### src/result_window_pkg.sv
// Purpose: Constants for the result and window comparator register block
// Assumes: Byte-wide register port, 50 MHz clock
// Notes: Flag, temp and value addresses and mode codes are local choices
`default_nettype none
package result_window_pkg;
	localparam logic [7:0] value_lo_addr = 8'h10;
	localparam logic [7:0] value_hi_addr = 8'h11;
	localparam logic [7:0] winlo_lo_addr = 8'h12;
	localparam logic [7:0] winlo_hi_addr = 8'h13;
	localparam logic [7:0] winhi_lo_addr = 8'h14;
	localparam logic [7:0] winhi_hi_addr = 8'h15;
	localparam logic [7:0] duty_cfg_addr = 8'h16;
	localparam logic [7:0] flags_addr = 8'h0b;
	localparam logic [7:0] temp_addr = 8'h0d;
	localparam logic [2:0] duty_cfg_reset = 3'h1;
	localparam int match_bit = 1;
	localparam int done_bit = 0;
	localparam logic [9:0] sample_max = 10'h3ff;
	localparam logic [9:0] sample_min = 10'h000;
	localparam logic [2:0] wmode_none = 3'h0;
	localparam logic [2:0] wmode_below = 3'h1;
	localparam logic [2:0] wmode_above = 3'h2;
	localparam logic [2:0] wmode_inside = 3'h3;
	localparam logic [2:0] wmode_outside = 3'h4;
	localparam int duty_div_default = 4;
endpackage
`default_nettype wire

### src/duty_clock_gen.sv
// Purpose: Converter clock with selectable duty
// Assumes: Period of divider cycles, multiple of four
// Notes: Quarter duty keeps sampling time short at low rates
`timescale 1ns/1ps
`default_nettype none
module duty_clock_gen #(
	parameter int period = 4
) (
	// System
	input wire logic clk,
	input wire logic rst,
	// Control
	input wire logic quarter_sel,
	// Clock out
	output logic conv_clk
);
	// The quarter and half phases need whole cycles, so refuse other periods
	if (period < 4 || (period % 4) != 0) begin : g_bad_period
		$error("period must be multiple of 4");
	end
	localparam int cw = $clog2(period);
	logic [cw-1:0] cnt_ff, nxt_cnt;
	logic clk_ff, nxt_clk;
	always_comb begin
		nxt_cnt = (cnt_ff == cw'(period - 1)) ? '0 : cnt_ff + 1'b1;
		if (quarter_sel)
			nxt_clk = nxt_cnt < cw'(period / 4);
		else
			nxt_clk = nxt_cnt < cw'(period / 2);
	end
	always_ff @(posedge clk) begin
		if (rst) begin
			cnt_ff <= '0;
			clk_ff <= 1'b0;
		end else begin
			cnt_ff <= nxt_cnt;
			clk_ff <= nxt_clk;
		end
	end
	assign conv_clk = clk_ff;
endmodule
`default_nettype wire

### src/result_window_regs.sv
// Purpose: Conversion value, window limits, duty config and flags
// Assumes: Byte register port, read data one cycle after strobe
// Notes: 16-bit values pass through the shared temp byte
`timescale 1ns/1ps
`default_nettype none
module result_window_regs import result_window_pkg::*; #(
	parameter int duty_div = duty_div_default
) (
	// System
	input wire logic clk,
	input wire logic rst,
	// Register port
	input wire logic [7:0] addr,
	input wire logic [7:0] wdata,
	input wire logic wr,
	input wire logic rd,
	output logic [7:0] rdata,
	// Converter side
	input wire logic conv_done,
	input wire logic accum_en,
	input wire logic [15:0] accum_value,
	input wire logic [9:0] sample_raw,
	input wire logic sample_over,
	input wire logic sample_under,
	input wire logic [2:0] window_compare_mode,
	// Status and clock
	output logic window_match_flag,
	output logic sample_done_flag,
	output logic conv_clk
);
	logic [15:0] conversion_value_ff, nxt_conversion_value;
	logic [15:0] window_low_limit_ff, nxt_window_low_limit;
	logic [15:0] window_high_limit_ff, nxt_window_high_limit;
	logic [2:0] clock_duty_config_ff, nxt_clock_duty_config;
	logic [7:0] temp_ff, nxt_temp;
	logic match_ff, nxt_match, done_ff, nxt_done;
	logic [7:0] rdata_ff, nxt_rdata;
	logic [9:0] sample_sat;
	logic [15:0] new_value;
	logic hit;

	always_comb begin
		if (sample_over)
			sample_sat = sample_max;
		else if (sample_under)
			sample_sat = sample_min;
		else
			sample_sat = sample_raw;
		// With accum_en the final sum is compared; otherwise the saturated sample reaches the compare
		new_value = accum_en ? accum_value : {6'h00, sample_sat};
		case (window_compare_mode)
			wmode_below: hit = new_value < window_low_limit_ff;
			wmode_above: hit = new_value > window_high_limit_ff;
			wmode_inside: hit = (new_value >= window_low_limit_ff) &&
				(new_value <= window_high_limit_ff);
			wmode_outside: hit = (new_value < window_low_limit_ff) ||
				(new_value > window_high_limit_ff);
			default: hit = 1'b0;
		endcase
	end

	always_comb begin
		nxt_conversion_value = conversion_value_ff;
		nxt_window_low_limit = window_low_limit_ff;
		nxt_window_high_limit = window_high_limit_ff;
		nxt_clock_duty_config = clock_duty_config_ff;
		nxt_temp = temp_ff;
		nxt_match = match_ff;
		nxt_done = done_ff;
		nxt_rdata = 8'h00;
		if (rd) begin
			case (addr)
				value_lo_addr: begin
					nxt_rdata = conversion_value_ff[7:0];
					nxt_temp = conversion_value_ff[15:8];
					nxt_match = 1'b0;
					nxt_done = 1'b0;
				end
				value_hi_addr: nxt_rdata = temp_ff;
				winlo_lo_addr: begin
					nxt_rdata = window_low_limit_ff[7:0];
					nxt_temp = window_low_limit_ff[15:8];
				end
				winlo_hi_addr: nxt_rdata = temp_ff;
				winhi_lo_addr: begin
					nxt_rdata = window_high_limit_ff[7:0];
					nxt_temp = window_high_limit_ff[15:8];
				end
				winhi_hi_addr: nxt_rdata = temp_ff;
				duty_cfg_addr: nxt_rdata = {5'h00, clock_duty_config_ff};
				flags_addr: nxt_rdata = {6'h00, match_ff, done_ff};
				temp_addr: nxt_rdata = temp_ff;
				default: nxt_rdata = 8'h00;
			endcase
		end
		if (wr) begin
			case (addr)
				winlo_lo_addr: nxt_temp = wdata;
				winlo_hi_addr: nxt_window_low_limit = {wdata, temp_ff};
				winhi_lo_addr: nxt_temp = wdata;
				winhi_hi_addr: nxt_window_high_limit = {wdata, temp_ff};
				duty_cfg_addr: nxt_clock_duty_config = wdata[2:0];
				flags_addr: begin
					if (wdata[match_bit])
						nxt_match = 1'b0;
					if (wdata[done_bit])
						nxt_done = 1'b0;
				end
				temp_addr: nxt_temp = wdata;
				default: ;
			endcase
		end
		// Set beats a clear in the same cycle
		if (conv_done) begin
			nxt_conversion_value = new_value;
			nxt_done = 1'b1;
			if (hit)
				nxt_match = 1'b1;
		end
	end

	always_ff @(posedge clk) begin
		if (rst) begin
			conversion_value_ff <= 16'h0000;
			window_low_limit_ff <= 16'h0000;
			window_high_limit_ff <= 16'h0000;
			clock_duty_config_ff <= duty_cfg_reset;
			temp_ff <= 8'h00;
			match_ff <= 1'b0;
			done_ff <= 1'b0;
			rdata_ff <= 8'h00;
		end else begin
			conversion_value_ff <= nxt_conversion_value;
			window_low_limit_ff <= nxt_window_low_limit;
			window_high_limit_ff <= nxt_window_high_limit;
			clock_duty_config_ff <= nxt_clock_duty_config;
			temp_ff <= nxt_temp;
			match_ff <= nxt_match;
			done_ff <= nxt_done;
			rdata_ff <= nxt_rdata;
		end
	end

	assign rdata = rdata_ff;
	assign window_match_flag = match_ff;
	assign sample_done_flag = done_ff;

	duty_clock_gen #(
		.period(duty_div)
	) u_duty (
		.clk(clk),
		.rst(rst),
		.quarter_sel(clock_duty_config_ff[0]),
		.conv_clk(conv_clk)
	);
endmodule
`default_nettype wire

### config.mk
export PLATFORM = sky130hd
export DESIGN_NAME = result_window_regs
export DESIGN_NICKNAME = d
export VERILOG_FILES = /design/src/result_window_pkg.sv /design/src/duty_clock_gen.sv /design/src/result_window_regs.sv
export SDC_FILE = /design/constraint.sdc
export NUM_CORES = 1
export LEC_CHECK = 0
export BUFFER_PORTS_ARGS = -buffer_cell sky130_fd_sc_hd__buf_2
export CORE_UTILIZATION = 55
export DETAILED_ROUTE_END_ITERATION = 10
export PLACE_DENSITY_LB_ADDON = 0.3
export SLEW_MARGIN = 20
export SYNTH_ARGS = -nofsm -noshare
export SYNTH_HDL_FRONTEND = slang
export SYNTH_HIERARCHICAL = 1
export SYNTH_SLANG_ARGS = --single-unit
### constraint.sdc
create_clock -name clk -period 3.55 [get_ports clk]
set_input_delay 0.71 -clock clk [delete_from_list [all_inputs] [get_ports clk]]
set_output_delay 0.71 -clock clk [all_outputs]
set_load 0.02 [all_outputs]
==> impl_metrics.env <==
export IMPL_grt_pass1_wl_um=18300
export IMPL_layout_nets=646
export IMPL_crit_arrival_ns=3.12
export IMPL_synth_seq_cells=72
export IMPL_n_antenna_cell=0
export IMPL_worstPathMaxFanout=10
export IMPL_drcViolationCount=0
export IMPL_ir_drop_v=0.000225
export IMPL_fin_tns_setup_ns=0
export IMPL_cts_setup_buffers=0
export IMPL_synth_top_cell_area_share_pct=33.5
export IMPL_grt_pass1_vias=3737
export IMPL_final_seq_area_um2=1440
export IMPL_clockBufferDepth=2
export IMPL_drtIter0Drc=259
export IMPL_cp_slowest_stage_delay_ns=0.38
export IMPL_power_net_switching_mw=0.493
export IMPL_first_pass_iters=5
export IMPL_worst_setup_path_type="in -> reg"
export IMPL_finalInstanceArea_um2=4880
export IMPL_cts_hold_buf=0
export IMPL_dieArea_um2=8190
export IMPL_p_comb_share_pct=14.1
export IMPL_cts_clk_slew_worst_paths_ns=0.08
export IMPL_critPathRequiredTime_ns=3.78
export IMPL_cellLeakagePower_nw=1.87
export IMPL_die_h_um=90.5
export IMPL_syn_num_nets=594
export IMPL_cp_slowest_cell="a211oi_1"
export IMPL_routed_wl_um=11400
export IMPL_layout_commonest_cell="dfxtp_1"
export IMPL_fin_crit_sh_pct=81.4
export IMPL_startpoint_type="primary input"
export IMPL_clock_latency_ns=0.35
export IMPL_wl_per_cell_um=17.2
export IMPL_nFillCells=623
export IMPL_end_kind="flop"
export IMPL_synth_cells=507
export IMPL_synth_cell_type_count=58
export IMPL_clockPowerShare_pct=40.1
export IMPL_multiInputGateArea_um2=2610
export IMPL_swShare_pct=27.0
export IMPL_grt_max_degree=32
export IMPL_total_power_mw=1.82
export IMPL_place_congestion=0.834
export IMPL_cts_tree="yes"
export IMPL_ys_flop_type="dfxtp_1"
export IMPL_drtAntennaViolNets=0
export IMPL_coreArea_um2=7410
export IMPL_initial_core_util_pct=58.1
export IMPL_synth_area_top_cells="dfxtp_1 (33%), mux2i_1 (11%), ha_1 (9.9%)"
export IMPL_placed_area_um2=4660
export IMPL_placementRows=31
export IMPL_setup_viol=0
export IMPL_maxCapViolations=0
export IMPL_hold_viol=0
export IMPL_grt_ovfl_total=0
export IMPL_max_slew_margin_rel_pct=48.2
export IMPL_synth_edff_count=0
export IMPL_finalCriticalPeriod_ns=2.89
export IMPL_yosysTopAreaCell="dfxtp_1"
export IMPL_io_pins=64
export IMPL_outcome="finished clean"
export IMPL_pwr_share_seq_pct=45.8
export IMPL_drive_above_1_share_pct=19.9
export IMPL_cts_resized=0
export IMPL_dpl_hpwl_um=8410
export IMPL_clock_sinks=72
export IMPL_slew_violations=0
export IMPL_synthArstFlopShare_pct=0
export IMPL_vias_per_cell=5.97
export IMPL_synth_warnings=6
export IMPL_rsz0062_at_grt="false"
export IMPL_die_w_um=90.5
export IMPL_final_cell_mix="dfxtp_1 (72), buf_2 (63), nor2_1 (62)"
export IMPL_synth_seq_area_share_pct=33.5
export IMPL_cts_root_buffer="clkbuf_8"
export IMPL_portBuffers=63
export IMPL_hold_class="reg -> reg"
export IMPL_via_count=3960
export IMPL_max_freq_mhz=346
export IMPL_powerDensity_nw_per_um2=374
export IMPL_synthesis_area_um2=4310
export IMPL_finalClockSkew_ns=0.00830
export IMPL_areaGrowthSynthToFinish_pct=13.2
export IMPL_grt_total_usage_pct=28.3
export IMPL_crit_chain="buf_2 -> clkinv_1 -> a21oi_1 -> o21ai_0 -> ha_1 -> nand4_1 -> or2_1 -> a211oi_1 -> nor4_1 -> a211o_1 -> nor3_1 -> o21ai_1"
export IMPL_fin_util_pct=65.8
export IMPL_htreeDepth=3
export IMPL_postSynthAreaPerCell_um2=8.50
export IMPL_antenna_found_initial=0
export IMPL_cts_buffers=9
export IMPL_p_int_mw=1.33
export IMPL_worst_pin_slew_ns=0.777
-- kinds of logic after synthesis --
| group | count (synthesis) | synth area share [%] |
|---|---|---|
| and+or+nand+nor | 186 | 21.2 |
| AOI/OAI and AO/OA | 104 | 16.8 |
| DFF | 72 | 33.5 |
| buffers and inverters | 60 | 5.87 |
| muxes | 50 | 12.5 |
| adders and majority gates | 34 | 9.88 |
| xor gates and xnor gates | 1 | 0.203 |
-- synth_stat cells, types with 3 or more instances --
| cell type | number |
|---|---|
| nor2b_1 | 4 |
| clkbuf_1 | 15 |
| nor3_1 | 6 |
| mux2i_1 | 46 |
| a21oi_2 | 3 |
| o21a_1 | 3 |
| nand4b_1 | 3 |
| nand3_1 | 16 |
| and2_1 | 6 |
| nand4_1 | 6 |
| a22oi_1 | 6 |
| a211o_1 | 3 |
| nand2_1 | 58 |
| or2_1 | 4 |
| nor2_1 | 62 |
| a311oi_2 | 6 |
| buf_1 | 4 |
| nand2b_1 | 3 |
| o21ai_0 | 8 |
| ha_1 | 34 |
| o22ai_1 | 15 |
| inv_1 | 31 |
| o21ai_1 | 6 |
| dfxtp_1 | 72 |
| a21oi_1 | 38 |
| buf_2 | 4 |
| mux4_2 | 3 |
-- area by class of cell --
type / instances / area share [%]
Multi-Input combinational cell: 375 / 53.6
Sequential cell: 72 / 29.6
Timing Repair Buffer: 68 / 7.24
Clock buffer: 10 / 2.62
Inverter: 33 / 2.54
Tap cell: 99 / 2.54
Clock inverter: 6 / 1.90
-- worst max-delay path, delay by kind of cell --
kind	cells	cell delay, ns
adders and majority gates	1	0.37
AOI/OAI and AO/OA	5	1.06
buffers and inverters	2	0.29
and+or+nand+nor	4	0.69
-- final timing paths --
check / start / to / slack (ns) / depth (start not counted)
setup / recovery: sample_under / window_match_flag / 0.66 / 12
setup reg to reg: window_low_limit_ff[14] / window_match_flag / 1.25 / 9
hold / removal: u_duty/cnt_ff[0] / u_duty/cnt_ff[0] / 0.46 / 1
hold reg to reg: u_duty/cnt_ff[0] / u_duty/cnt_ff[0] / 0.46 / 1
-- stage by stage --
stage	setup WS (ns)	hold slack, ns	std cells
global route	0.553	0.480	663
CTS	0.727	0.460	663
floorplan	0.542	0.422	507
detailed placement	0.348	0.448	647
global placement	0.391	0.434	647
finish	0.659	0.458	663
-- per-layer routing --
metal	vias to the layer above	global-route usage [%]	share of wire (%)
met5	-	0	0
met4	0	9.95	3.0
met3	35	7.32	6.9
met2	163	48.8	49
met1	1866	33.9	41
li1	1896	-	-
-- state kept, by name (all words and copies together), names as in the netlist --
register	flops
rdata	8
u_duty/cnt_ff	2
clock_duty_config_ff	3
sample_done_flag	1
window_high_limit_ff	16
conversion_value_ff	16
window_low_limit_ff	16
temp_ff	8
u_duty/conv_clk	1
window_match_flag	1
-- power by group through the flow --
stage               sequential, mW  combinational (mW)  clock (mW)
floorplan                    0.851               0.171           0
CTS                          0.835               0.255       0.740
detailed placement           0.854               0.253           0
global placement             0.853               0.246           0
global route                 0.836               0.284       0.774
finish                       0.835               0.258       0.730
(Power assumes the default switching activity.)
